<file path="config.mk">
export PLATFORM = sky130hd
export DESIGN_NAME = sync_serial_slave_port
export DESIGN_NICKNAME = d
export VERILOG_FILES = /design/src/sync_serial_pkg.sv /design/src/pin_sync.sv /design/src/rx_fifo.sv /design/src/sync_serial_slave_port.sv
export VERILOG_INCLUDE_DIRS = /design/src
export SDC_FILE = /design/constraint.sdc
export NUM_CORES = 1
export LEC_CHECK = 0
export ABC_AREA = 0
export BUFFER_PORTS_ARGS = -buffer_cell sky130_fd_sc_hd__buf_4
export CAP_MARGIN = 20
export CORE_UTILIZATION = 50
export DETAILED_ROUTE_END_ITERATION = 12
export PLACE_DENSITY = 0.75
export SYNTH_ARGS = -nofsm -noshare
export SYNTH_HDL_FRONTEND = slang
export SYNTH_SLANG_ARGS = --single-unit
export TNS_END_PERCENT = 50
</file>
<file path="constraint.sdc">
create_clock -name CLK -period 7.5 [get_ports CLK]
set_clock_uncertainty 0.05 [all_clocks]
set_input_delay 0.75 -clock CLK [delete_from_list [all_inputs] [get_ports CLK]]
set_output_delay 0.75 -clock CLK [all_outputs]
set_load 0.05 [all_outputs]
</file>
<file path="src/sync_serial_consts.svh">
`ifndef SYNC_SERIAL_CONSTS_SVH
`define SYNC_SERIAL_CONSTS_SVH

// register byte addresses
`define ADDR_RX_STATUS_CTRL 8'h00
`define ADDR_TX_HOLDING 8'h04
`define ADDR_TX_STATUS_CTRL 8'h08
`define ADDR_BAUD_CTRL 8'h0C
`define ADDR_BAUD_DIV_HIGH 8'h10
`define ADDR_BAUD_DIV_LOW 8'h14
`define ADDR_RX_DATA 8'h18
`define ADDR_IRQ_STATUS 8'h1C
`define ADDR_IRQ_MASK 8'h20
`define ADDR_CORE_IRQ_CTRL 8'h24

// receive_status_control fields
`define RXC_PORT_ENABLE 7
`define RXC_RX_NINTH_ENABLE 6
`define RXC_SINGLE_RX_ENABLE 5
`define RXC_CONT_RX_ENABLE 4
`define RXC_OVERRUN 1
`define RXC_RX_NINTH_BIT 0

// transmit_status_control fields
`define TXC_CLOCK_SOURCE 7
`define TXC_TX_NINTH_ENABLE 6
`define TXC_TX_ARM 5
`define TXC_SYNC_SELECT 4
`define TXC_SHIFT_EMPTY 1
`define TXC_TX_NINTH_BIT 0

// core interrupt control fields
`define CIC_TX_IRQ_ENABLE 0
`define CIC_RX_IRQ_ENABLE 1
`define CIC_PERIPH_IRQ_ENABLE 2
`define CIC_GLOBAL_IRQ_ENABLE 3
`define CIC_TX_BUFFER_FLAG 4
`define CIC_RX_AVAIL_FLAG 5

// sticky event bits
`define EVT_RX_CHAR 0
`define EVT_TX_BUFFER 1
`define EVT_OVERRUN 2

`define RESET_BYTE 8'h00
`define RESET_EVT 3'h0
`define BITS_8 4'h8
`define BITS_9 4'h9
`define FIFO_DEPTH 2'h2

`endif

</file>
<file path="src/sync_serial_pkg.sv">
`default_nettype none

package sync_serial_pkg;

	typedef enum logic [1:0] {LINK_OFF, LINK_TX, LINK_RX} link_mode_e;

	typedef logic [8:0] char_t;

	typedef struct packed {
		logic port_enable;
		logic rx_ninth_enable;
		logic single_rx_enable;
		logic continuous_rx_enable;
	} rx_ctrl_s;

	typedef struct packed {
		logic clock_source_select;
		logic tx_ninth_enable;
		logic tx_arm;
		logic sync_select;
		logic tx_ninth_bit;
	} tx_ctrl_s;

	typedef struct packed {
		logic global_irq_enable;
		logic peripheral_irq_enable;
		logic rx_irq_enable;
		logic tx_irq_enable;
	} irq_en_s;

endpackage

`default_nettype wire

</file>
<file path="src/pin_sync.sv">
`timescale 1ns/10ps
`default_nettype none

module pin_sync #(
	parameter int WIDTH = 2
) (
	input wire logic clk,
	input wire logic rst,
	input wire logic [WIDTH-1:0] d,
	output logic [WIDTH-1:0] q
);

	logic [WIDTH-1:0] meta_reg;
	logic [WIDTH-1:0] sync_reg;

	always_ff @(posedge clk) begin
		if (rst) begin
			meta_reg <= '0;
			sync_reg <= '0;
		end else begin
			meta_reg <= d;
			sync_reg <= meta_reg;
		end
	end

	assign q = sync_reg;

endmodule

`default_nettype wire

</file>
<file path="src/rx_fifo.sv">
`timescale 1ns/10ps
`default_nettype none
`include "sync_serial_consts.svh"

// two-entry queue; the top entry is itself the output register
module rx_fifo (
	input wire logic clk,
	input wire logic rst,
	input wire logic flush,
	input wire logic push,
	input wire sync_serial_pkg::char_t din,
	input wire logic pop,
	output sync_serial_pkg::char_t dout,
	output logic [1:0] count
);

	sync_serial_pkg::char_t top_reg, top_next;
	sync_serial_pkg::char_t second_reg, second_next;
	logic [1:0] count_reg, count_next;

	always_comb begin
		top_next = top_reg;
		second_next = second_reg;
		count_next = count_reg;
		if (flush) begin
			count_next = 2'h0;
		end else if (pop && count_reg != 2'h0) begin
			top_next = second_reg;
			if (push && count_reg == 2'h1) begin
				top_next = din;
			end else if (push) begin
				second_next = din;
			end else begin
				count_next = count_reg - 2'h1;
			end
		end else if (push && count_reg != `FIFO_DEPTH) begin
			if (count_reg == 2'h0) begin
				top_next = din;
			end else begin
				second_next = din;
			end
			count_next = count_reg + 2'h1;
		end
	end

	always_ff @(posedge clk) begin
		if (rst) begin
			top_reg <= '0;
			second_reg <= '0;
			count_reg <= 2'h0;
		end else begin
			top_reg <= top_next;
			second_reg <= second_next;
			count_reg <= count_next;
		end
	end

	assign dout = top_reg;
	assign count = count_reg;

endmodule

`default_nettype wire

</file>
<file path="src/sync_serial_slave_port.sv">
// Overview of operation
// (RULE1) in sleep, first character shifts out at once
// (RULE2) transmit buffer flag clear while holding full
// (RULE3) after shifting, load waiting character, set flag
// (RULE4) transmit flag wakes core; global enable interrupts
// (RULE5) slave when sync, enabled, clock source clear
// (RULE6) transmit only with both receive enables clear
// (RULE7) arm enables transmit; ninth enable adds bit
// (RULE8) holding write starts character transmission
// (RULE9) continuous receive keeps receiver accepting until overrun
// (RULE10) single receive enable ignored in slave
// (RULE11) reception continues during sleep into data register
// (RULE12) receive interrupt wakes core; global enable vectors
// (RULE13) completed character sets receive flag, interrupt
// (RULE14) ninth receive enable gives nine-bit characters
// (RULE15) overrun cleared by receive or port disable
// (RULE16) master clocks; change leading, sample trailing
// (RULE17) two-entry FIFO; third sets overrun, blocks
// (RULE18) ninth bit field shows top unread character
// (RULE19) receive flag holds while FIFO not empty
`timescale 1ns/10ps
`default_nettype none
`include "sync_serial_consts.svh"

module sync_serial_slave_port (
	input wire logic CLK,
	input wire logic SYS_RST,
	input wire logic PSEL,
	input wire logic PENABLE,
	input wire logic PWRITE,
	input wire logic [7:0] PADDR,
	input wire logic [31:0] PWDATA,
	output logic [31:0] PRDATA,
	output logic PREADY,
	output logic PSLVERR,
	input wire logic SLEEP,
	input wire logic CLOCK_LINE_PIN,
	input wire logic DATA_LINE_IN,
	output logic DATA_LINE_OUT,
	output logic DATA_LINE_OE,
	output logic IRQ,
	output logic WAKE,
	output logic CPU_INT
);

	////////////////////////////////////////////////////////////////////////////
	// declarations

	logic [1:0] pins_s;
	logic ck_s, dt_s;
	logic ck_prev_reg, ck_prev_next;
	logic ck_rise, ck_fall;

	sync_serial_pkg::rx_ctrl_s rxc_reg, rxc_next;
	sync_serial_pkg::tx_ctrl_s txc_reg, txc_next;
	sync_serial_pkg::irq_en_s ien_reg, ien_next;
	logic [7:0] baud_ctrl_reg, baud_ctrl_next;
	logic [7:0] baud_hi_reg, baud_hi_next;
	logic [7:0] baud_lo_reg, baud_lo_next;
	logic [2:0] evt_reg, evt_next;
	logic [2:0] mask_reg, mask_next;

	logic [7:0] hold_reg, hold_next;
	logic hold_full_reg, hold_full_next;
	sync_serial_pkg::char_t tx_shift_reg, tx_shift_next;
	logic tx_busy_reg, tx_busy_next;
	logic [3:0] tx_cnt_reg, tx_cnt_next;
	logic dt_out_reg, dt_out_next;
	logic dt_oe_reg, dt_oe_next;

	sync_serial_pkg::char_t rx_shift_reg, rx_shift_next;
	logic [3:0] rx_cnt_reg, rx_cnt_next;
	logic overrun_reg, overrun_next;

	logic ready_reg, ready_next;
	logic slverr_reg, slverr_next;
	logic [31:0] rdata_reg, rdata_next;
	logic irq_reg, irq_next;
	logic wake_reg, wake_next;
	logic cpu_int_reg, cpu_int_next;

	sync_serial_pkg::link_mode_e mode;
	logic commit, wr, rd_pop, mapped;
	logic tx_load, rx_push, ovr_event;
	logic tx_flag, rx_flag;
	logic [3:0] tx_bits, rx_bits;
	sync_serial_pkg::char_t rx_char, fifo_top;
	logic [1:0] fifo_count;
	logic [7:0] rd_byte;

	////////////////////////////////////////////////////////////////////////////
	// pin synchronisers and clock edge detection

	pin_sync #(
		.WIDTH(2)
	) u_pin_sync (
		.clk(CLK),
		.rst(SYS_RST),
		.d({CLOCK_LINE_PIN, DATA_LINE_IN}),
		.q(pins_s)
	);

	assign ck_s = pins_s[1];
	assign dt_s = pins_s[0];
	assign ck_prev_next = ck_s;
	assign ck_rise = ck_s && !ck_prev_reg;
	assign ck_fall = !ck_s && ck_prev_reg;

	////////////////////////////////////////////////////////////////////////////
	// mode decode

	always_comb begin
		mode = sync_serial_pkg::LINK_OFF;
		if (rxc_reg.port_enable && txc_reg.sync_select && !txc_reg.clock_source_select) begin // RULE5
			if (rxc_reg.continuous_rx_enable) begin // RULE9 RULE10
				mode = sync_serial_pkg::LINK_RX;
			end else if (!rxc_reg.single_rx_enable && txc_reg.tx_arm) begin // RULE6 RULE7
				mode = sync_serial_pkg::LINK_TX;
			end
		end
	end

	assign tx_bits = txc_reg.tx_ninth_enable ? `BITS_9 : `BITS_8; // RULE7
	assign rx_bits = rxc_reg.rx_ninth_enable ? `BITS_9 : `BITS_8; // RULE14
	assign tx_flag = rxc_reg.port_enable && txc_reg.tx_arm && !hold_full_reg; // RULE2
	assign rx_flag = fifo_count != 2'h0; // RULE19

	////////////////////////////////////////////////////////////////////////////
	// apb decode; writes and pops take effect at the edge that samples pready

	assign commit = PSEL && PENABLE && ready_reg;
	assign wr = commit && PWRITE;
	assign rd_pop = commit && !PWRITE && PADDR == `ADDR_RX_DATA;

	always_comb begin
		mapped = 1'b1;
		rd_byte = `RESET_BYTE;
		unique case (PADDR)
			`ADDR_RX_STATUS_CTRL: rd_byte = {rxc_reg, 2'h0, overrun_reg, fifo_top[8]}; // RULE18
			`ADDR_TX_HOLDING: rd_byte = `RESET_BYTE;
			`ADDR_TX_STATUS_CTRL: rd_byte = {txc_reg[4:1], 2'h0, !tx_busy_reg, txc_reg.tx_ninth_bit};
			`ADDR_BAUD_CTRL: rd_byte = baud_ctrl_reg;
			`ADDR_BAUD_DIV_HIGH: rd_byte = baud_hi_reg;
			`ADDR_BAUD_DIV_LOW: rd_byte = baud_lo_reg;
			`ADDR_RX_DATA: rd_byte = fifo_top[7:0];
			`ADDR_IRQ_STATUS: rd_byte = {5'h00, evt_reg};
			`ADDR_IRQ_MASK: rd_byte = {5'h00, mask_reg};
			`ADDR_CORE_IRQ_CTRL: rd_byte = {2'h0, rx_flag, tx_flag, ien_reg};
			default: mapped = 1'b0;
		endcase
	end

	always_comb begin
		ready_next = 1'b0;
		slverr_next = 1'b0;
		rdata_next = rdata_reg;
		if (PSEL && PENABLE && !ready_reg) begin
			ready_next = 1'b1;
			slverr_next = !mapped;
			rdata_next = {24'h00_0000, rd_byte};
		end
	end

	////////////////////////////////////////////////////////////////////////////
	// configuration registers

	always_comb begin
		rxc_next = rxc_reg;
		txc_next = txc_reg;
		ien_next = ien_reg;
		baud_ctrl_next = baud_ctrl_reg;
		baud_hi_next = baud_hi_reg;
		baud_lo_next = baud_lo_reg;
		mask_next = mask_reg;
		if (wr) begin
			unique case (PADDR)
				`ADDR_RX_STATUS_CTRL: rxc_next = PWDATA[`RXC_PORT_ENABLE:`RXC_CONT_RX_ENABLE];
				`ADDR_TX_STATUS_CTRL: txc_next = {PWDATA[`TXC_CLOCK_SOURCE:`TXC_SYNC_SELECT], PWDATA[`TXC_TX_NINTH_BIT]};
				`ADDR_BAUD_CTRL: baud_ctrl_next = PWDATA[7:0];
				`ADDR_BAUD_DIV_HIGH: baud_hi_next = PWDATA[7:0];
				`ADDR_BAUD_DIV_LOW: baud_lo_next = PWDATA[7:0];
				`ADDR_IRQ_MASK: mask_next = PWDATA[2:0];
				`ADDR_CORE_IRQ_CTRL: ien_next = PWDATA[`CIC_GLOBAL_IRQ_ENABLE:`CIC_TX_IRQ_ENABLE];
				default: begin
				end
			endcase
		end
	end

	////////////////////////////////////////////////////////////////////////////
	// link: transmit and receive shifters

	always_comb begin
		hold_next = hold_reg;
		hold_full_next = hold_full_reg;
		tx_shift_next = tx_shift_reg;
		tx_busy_next = tx_busy_reg;
		tx_cnt_next = tx_cnt_reg;
		dt_out_next = dt_out_reg;
		dt_oe_next = 1'b0;
		rx_shift_next = rx_shift_reg;
		rx_cnt_next = rx_cnt_reg;
		overrun_next = overrun_reg;
		tx_load = 1'b0;
		rx_push = 1'b0;
		ovr_event = 1'b0;
		rx_char = rxc_reg.rx_ninth_enable ? {dt_s, rx_shift_reg[8:1]} : {1'b0, dt_s, rx_shift_reg[8:2]}; // RULE14
		if (!rxc_reg.port_enable) begin // RULE15
			hold_full_next = 1'b0;
			tx_busy_next = 1'b0;
			tx_cnt_next = 4'h0;
			dt_out_next = 1'b0;
			rx_cnt_next = 4'h0;
			overrun_next = 1'b0;
		end else begin
			if (mode == sync_serial_pkg::LINK_TX) begin
				dt_oe_next = 1'b1;
				if (!tx_busy_reg && hold_full_reg) begin // RULE1 RULE3
					tx_shift_next = {txc_reg.tx_ninth_bit, hold_reg}; // RULE7
					tx_busy_next = 1'b1;
					tx_cnt_next = 4'h0;
					hold_full_next = 1'b0;
					tx_load = 1'b1;
				end else if (tx_busy_reg && ck_rise) begin // RULE16
					dt_out_next = tx_shift_reg[0];
					tx_shift_next = tx_shift_reg >> 1;
				end else if (tx_busy_reg && ck_fall) begin
					if (tx_cnt_reg == tx_bits - 4'h1) begin
						tx_busy_next = 1'b0;
					end else begin
						tx_cnt_next = tx_cnt_reg + 4'h1;
					end
				end
			end
			if (mode == sync_serial_pkg::LINK_RX && !overrun_reg && ck_fall) begin // RULE9 RULE11 RULE16 RULE17
				rx_shift_next = {dt_s, rx_shift_reg[8:1]};
				if (rx_cnt_reg == rx_bits - 4'h1) begin
					rx_cnt_next = 4'h0;
					if (fifo_count == `FIFO_DEPTH && !rd_pop) begin // RULE17
						overrun_next = 1'b1;
						ovr_event = 1'b1;
					end else begin
						rx_push = 1'b1; // RULE13
					end
				end else begin
					rx_cnt_next = rx_cnt_reg + 4'h1;
				end
			end
			if (!rxc_reg.continuous_rx_enable) begin // RULE15
				overrun_next = 1'b0;
				rx_cnt_next = 4'h0;
			end
			if (wr && PADDR == `ADDR_TX_HOLDING) begin // RULE8
				hold_next = PWDATA[7:0];
				hold_full_next = 1'b1;
			end
		end
	end

	rx_fifo u_rx_fifo (
		.clk(CLK),
		.rst(SYS_RST),
		.flush(!rxc_reg.port_enable),
		.push(rx_push),
		.din(rx_char),
		.pop(rd_pop),
		.dout(fifo_top),
		.count(fifo_count)
	);

	////////////////////////////////////////////////////////////////////////////
	// interrupts and wake-up

	always_comb begin
		evt_next = evt_reg;
		if (wr && PADDR == `ADDR_IRQ_STATUS) begin
			evt_next = evt_reg & ~PWDATA[2:0];
		end
		evt_next[`EVT_RX_CHAR] = evt_next[`EVT_RX_CHAR] | rx_push; // RULE13
		evt_next[`EVT_TX_BUFFER] = evt_next[`EVT_TX_BUFFER] | tx_load; // RULE3
		evt_next[`EVT_OVERRUN] = evt_next[`EVT_OVERRUN] | ovr_event;
		irq_next = |(evt_reg & mask_reg);
		wake_next = SLEEP && ((ien_reg.peripheral_irq_enable && ien_reg.tx_irq_enable && tx_flag) // RULE4
			|| (ien_reg.rx_irq_enable && rx_flag)); // RULE11 RULE12
		cpu_int_next = ien_reg.global_irq_enable && ((ien_reg.peripheral_irq_enable && ien_reg.tx_irq_enable && tx_flag)
			|| (ien_reg.rx_irq_enable && rx_flag)); // RULE4 RULE12 RULE13
	end

	////////////////////////////////////////////////////////////////////////////
	// state registers

	always_ff @(posedge CLK) begin
		if (SYS_RST) begin
			ck_prev_reg <= 1'b0;
			rxc_reg <= '0;
			txc_reg <= '0;
			ien_reg <= '0;
			baud_ctrl_reg <= `RESET_BYTE;
			baud_hi_reg <= `RESET_BYTE;
			baud_lo_reg <= `RESET_BYTE;
			evt_reg <= `RESET_EVT;
			mask_reg <= `RESET_EVT;
			hold_reg <= `RESET_BYTE;
			hold_full_reg <= 1'b0;
			tx_shift_reg <= '0;
			tx_busy_reg <= 1'b0;
			tx_cnt_reg <= 4'h0;
			dt_out_reg <= 1'b0;
			dt_oe_reg <= 1'b0;
			rx_shift_reg <= '0;
			rx_cnt_reg <= 4'h0;
			overrun_reg <= 1'b0;
			ready_reg <= 1'b0;
			slverr_reg <= 1'b0;
			rdata_reg <= 32'h0000_0000;
			irq_reg <= 1'b0;
			wake_reg <= 1'b0;
			cpu_int_reg <= 1'b0;
		end else begin
			ck_prev_reg <= ck_prev_next;
			rxc_reg <= rxc_next;
			txc_reg <= txc_next;
			ien_reg <= ien_next;
			baud_ctrl_reg <= baud_ctrl_next;
			baud_hi_reg <= baud_hi_next;
			baud_lo_reg <= baud_lo_next;
			evt_reg <= evt_next;
			mask_reg <= mask_next;
			hold_reg <= hold_next;
			hold_full_reg <= hold_full_next;
			tx_shift_reg <= tx_shift_next;
			tx_busy_reg <= tx_busy_next;
			tx_cnt_reg <= tx_cnt_next;
			dt_out_reg <= dt_out_next;
			dt_oe_reg <= dt_oe_next;
			rx_shift_reg <= rx_shift_next;
			rx_cnt_reg <= rx_cnt_next;
			overrun_reg <= overrun_next;
			ready_reg <= ready_next;
			slverr_reg <= slverr_next;
			rdata_reg <= rdata_next;
			irq_reg <= irq_next;
			wake_reg <= wake_next;
			cpu_int_reg <= cpu_int_next;
		end
	end

	assign PRDATA = rdata_reg;
	assign PREADY = ready_reg;
	assign PSLVERR = slverr_reg;
	assign DATA_LINE_OUT = dt_out_reg;
	assign DATA_LINE_OE = dt_oe_reg;
	assign IRQ = irq_reg;
	assign WAKE = wake_reg;
	assign CPU_INT = cpu_int_reg;

endmodule

`default_nettype wire

</file>
=== Word level (Yosys, flattened, before mapping) ===
Cells that the tools add are included.

* Logic and storage cells: 201
* Register bits: 120
* Input bits: 48
* Output and inout port bits: 39

* Eq/ne operators: 22
* Mux-type cells: 49
* Bitwise logic cells: 10
* Add/sub/neg operators: 6
* Reductions and logical operators: 74

{| class="wikitable"
|+ Operators with widths
! cell !! number
|-
| 9-bit 2-to-1 mux || 12
|-
| 8-bit case mux with 9 select lines || 1
|-
| 8-bit by 5-bit equality test with 1-bit output (second input constant) || 4
|-
| 1-bit logical AND || 29
|-
| 1-bit 2-to-1 mux || 24
|-
| 4-bit 2-to-1 mux || 5
|-
| 2-bit AND reduction || 10
|-
| 8-bit by 4-bit equality test with 1-bit output (second input constant) || 2
|-
| 8-bit by 6-bit equality test with 1-bit output (second input constant) || 2
|-
| 2-bit nonzero test || 8
|-
| 3-bit AND reduction || 5
|-
| 2-bit 2-to-1 mux || 6
|-
| 2-bit != test (second input constant) || 6
|-
| 1-bit logical NOT || 11
|-
| 10-bit OR reduction || 1
|-
| 4-bit by 1-bit adder with 4-bit output (second input constant) || 2
|-
| 4-bit equality test || 2
|-
| 8-bit by 3-bit equality test with 1-bit output (second input constant) || 1
|-
| 8-bit logical NOT || 1
|-
| 4-bit AND reduction || 2
|-
| 4-bit by 1-bit subtractor with 4-bit output (second input constant) || 2
|-
| 3-bit AND || 2
|-
| 3-bit OR reduction || 2
|-
| 5-bit AND reduction || 1
|-
| other kinds (12) || 20
|}

=== Longest topological paths before layout ===
* Word-level depth: 13
* Gate-level depth with buffers: 8
* Depth with buffers taken out: 7

=== Hierarchy ===
From an unflattened synthesis, not the netlist that was laid out.

* Cell total of the unflattened synthesis: 626
* Area, all modules: 5689.2 um^2

{| class="wikitable"
|+ Modules (own cells, without submodules)
! module !! sequential area each (um^2) !! cells an instance !! instances !! area each (um^2)
|-
| sync_serial_slave_port || 1901.8 || 515 || 1 || 4650.7
|-
| rx_fifo || 400.4 || 103 || 1 || 933.4
|-
| pin_sync || 80.1 || 8 || 1 || 105.1
|}

=== Worst setup path before layout ===
Ideal clock, no wire load.

* Path type: input-to-reg
* From: input port PADDR[5]
* To: register u_rx_fifo.top_reg[3] (netlist: u_rx_fifo.dout[3])
* Data arrival time: 2703 ps
* Cell stages on the path: 8
* Setup slack: 4625 ps
* Path buffers: 3
* Library setup time: 122 ps
* Data required time: 7328 ps
* Path through: or4b_1 > buf_2 > or4_4 > buf_6 > a311oi_2 > buf_6 > mux2i_1 > o21ai_1

* Word-level cells in the longest chain between the ends: 11
* Elaborated cells on any way between the ends: 16
* Classes of those cells: 1 x eq/ne; 6 x mux; 9 x reduce/logical

{| class="wikitable"
|+ Ends and longest elaborated chain
! what !! RTL line !! text
|-
| start: declaration || sync_serial_slave_port.sv:31 || <nowiki>input wire logic [7:0] PADDR,</nowiki>
|-
| 8-bit by 5-bit equality test with 1-bit output (*) || -- ||
|-
| 1-bit logical AND (no line) (*) || -- ||
|-
| 1-bit logical NOT || sync_serial_slave_port.sv:239 || <nowiki>if (fifo_count == `FIFO_DEPTH && !rd_pop) begin</nowiki>
|-
| 1-bit logical AND || sync_serial_slave_port.sv:239 ||
|-
| 1-bit 2-to-1 mux || sync_serial_slave_port.sv:239 ||
|-
| 1-bit 2-to-1 mux || sync_serial_slave_port.sv:237 || <nowiki>if (rx_cnt_reg == rx_bits - 4'h1) begin</nowiki>
|-
| 1-bit 2-to-1 mux || sync_serial_slave_port.sv:235 || <nowiki>if (mode == sync_serial_pkg::LINK_RX && !overrun_reg && ck_fall) begin</nowiki>
|-
| 1-bit 2-to-1 mux || sync_serial_slave_port.sv:208 || <nowiki>if (!rxc_reg.port_enable) begin</nowiki>
|-
| 1-bit logical AND, on equally long branches || -- ||
|-
| 2-bit nonzero test (no line) / 9-bit 2-to-1 mux (equally long branches) || -- ||
|-
| 3-bit AND reduction (no line) / 9-bit 2-to-1 mux (equally long branches) || -- ||
|-
| end signal: assignment || rx_fifo.sv:52 || <nowiki>top_reg <= top_next;</nowiki>
|-
| end: declaration || rx_fifo.sv:17 || <nowiki>sync_serial_pkg::char_t top_reg, top_next;</nowiki>
|}

Mark *: on every way between the ends. The rest lies on a longest branch, timed or not.
A chain may end at the register's enable or synchronous reset.

=== Final worst setup path ===
* From: input port PADDR[2]
* To: register u_rx_fifo.top_reg[2] (netlist: u_rx_fifo.dout[2])

The elaborated chain is that of the path after synthesis.

==> flow_summary.toml <==
[worst_setup_path]
cp-start-kind = "input pin"
end_kind = "flop"
critical_path.max_stage_delay_ns = 0.83
critical_path_peak_fanout = 20
criticalPathCategory = "in -> reg"
critPathArrivalTime_ns = 3.47
path_buf_inv = 1
reg2reg_depth = 5
r2r-end = "u_rx_fifo.dout[2]$_SDFFE_PP0P_"
crit_start = "PADDR[2]"
rrSetupSlack_ns = 4.83
cp.required_ns = 7.86
crit_family = "simple AND/OR/NAND/NOR gates"
r2r-start = "PREADY$_SDFF_PP0_"
crit_chain = "buf_4, or4b_2, or4_4, a311oi_2, mux2i_1, o21ai_1"
critPathSlowestCell = "a311oi_2"

[finish]
nets = 697
multi_input_area_mm2 = 0.002861
final.fill_count = 905
num_antenna_cells = 0
area_growth_pct = 15.50
post-route-cell-area_mm2 = 0.006386
seq_area_mm2 = 0.002382
drive_above_1_share_pct = 14.16
final_util_pct = 59.17

[cts]
clk_pin_slew_worst_paths_ns = 0.06
clkLatencyLatePin_ns = 0.52
root_buffer = "clkbuf_8"
cts.repair.resized = 0
numCtsBuffers = 17
h-tree-depth = 4
post_cts_buffers = 0
cts_buffer_depth = 2
cts-hold-fix-buffers = 0
clock-sinks = 119
cts_tree = "yes"

[synth]
synth_edf_count = 0
synth-main-ff-cell = "dfxtp_1"
avgSynthCellArea_um2 = 8.903
synth_top_cells_by_area = "dfxtp_1, mux2i_1, nor2_1"
syn_inst = 621
yosysTopAreaCellShare_pct = 43.09
yosysWarnings = 0
synth_cell_type_count = 64
syn_area_mm2 = 0.005529
async_flop_share_pct = 0
ys_ff_latch = 119
seq_area_frac_synth_pct = 43.09
synth_top_area_cell = "dfxtp_1"

[global_route]
antenna_found_initial = 0
first_global_vias = 4262
track_usage_pct = 24.40
grt_pass1_wl_um = 21450
grt_max_degree = 100
grt_overflow = 0

[pwr]
leakage_nw = 2.329
ir_drop_uv = 217.0
p_total_mw = 1.546
p_per_area_mw_per_mm2 = 242.1

[routing]
wl_per_cell_um = 16.60
drc = 0
drt-total-wl_um = 13230
drt_iter0_drc = 348
vias_per_cell = 5.721
drtPass1Iterations = 5
postRouteAntennaNets = 0
vias = 4560

[min_path]
hold_class = "in -> reg"
worstHoldStart = "SLEEP"
whs_path_depth = 2
min_to = "WAKE$_SDFF_PP0_"

[floorplan]
dieHeight_um = 107.2
dieArea_mm2 = 0.01148
placementRows = 38
start_util_pct = 51.23
num_io_pins = 87
die_w_um = 107.2
coreArea_mm2 = 0.01079

[sta]
hold_viol = 0
relSlewSlack_pct = 32.61
rsz0062_at_grt = "false"
finalSetupViolations = 0
min_period_ns = 3.112
finalSetupTns_ns = 0
max_freq_ghz = 0.3213
fin_crit_sh_pct = 41.49
tightest_slew_ns = 1.005
drv_slew = 0
fin_hold_ws_ns = 0.3822

[place]
port_buffers = 38
placed_area_mm2 = 0.005772
hpwl_um = 9189
place.gp.congestion = 0.9043

[status]
status = "completed"

[run]
maxCapViolCount = 0
## placed cells by master (no fill, tap or decap), drive strengths merged, types with 5 or more instances in the layout
cell,count
dfxtp,119
o21ai,22
nand4,6
inv,12
nor2,86
mux2,10
mux2i,56
a211oi,5
a21oi,34
nor4b,6
xor2,5
nand3,19
nand2,51
clkbuf,24
nor2b,8
ha,5
nand2b,5
nand3b,10
nor3,23
buf,41
a311oi,9
conb,24
a22o,5
a22oi,8
## worst register-to-register path, cell delays in order, from the launching register on
cell and delay, ns:
dfxtp_1 0.43, nand3_1 0.22, or4_4 0.63, a311oi_2 0.83, mux2i_1 0.32, o21ai_1 0.08
## layout make-up
class | instances | share of cell area [%]
Multi-Input combinational cell | 453 | 44.81
Sequential cell | 119 | 37.30
Clock buffer | 24 | 7.367
Timing Repair Buffer | 41 | 4.820
Tap cell | 140 | 2.743
Clock inverter | 8 | 2.253
Inverter | 12 | 0.7053
## cells by family after synthesis
logic type	Yosys count	synth area share, %
buffers and inverters	72	6.834
AOI/OAI and AO/OA	110	13.28
adders and majority gates	5	1.131
and+or+nand+nor	239	21.25
DFF	119	43.09
xor gates and xnor gates	6	0.9504
other	1	0.06782
muxes	69	13.40
## power breakdown
part,switching [mW],internal [mW]
clock network,0.276,0.565
logic,0.0550,0.0148
registers,0.00110,0.634
## per-layer routing
layer	part of all wire, %	routed length (um)	global-route usage [%]
met5	0	0	0
met4	1.3	166	8.611
met3	6.5	865	6.079
met2	48	6312	39.22
met1	44	5888	31.72
## worst max-delay path by stage
stage	endpoint	slack, ns	cells after the start
floorplan	u_rx_fifo.dout[3]$_SDFFE_PP0P_	4.62	8
global placement	u_rx_fifo.dout[2]$_SDFFE_PP0P_	3.88	6
detailed placement	u_rx_fifo.dout[3]$_SDFFE_PP0P_	3.87	6
CTS	u_rx_fifo.dout[3]$_SDFFE_PP0P_	4.41	6
global route	u_rx_fifo.dout[3]$_SDFFE_PP0P_	4.31	6
finish	u_rx_fifo.dout[2]$_SDFFE_PP0P_	4.39	6
## through the flow
stage | worst slack (ns) | instances
after floorplan | 4.625 | 644
after global placement | 3.883 | 765
after detailed placement | 3.866 | 765
after CTS | 4.413 | 797
after global routing | 4.307 | 797
final | 4.388 | 797
## Yosys cell counts (10+ instances only)
cell type,n
dfxtp_1,119
nor2_1,86
mux2i_1,56
nand2_1,51
a21oi_1,34
clkbuf_1,27
buf_4,24
nor3_1,22
nand3_1,19
o21ai_0,13
inv_1,12
mux2_2,10
nand3b_1,10
No activity file was read; power rests on OpenSTA's default activity.
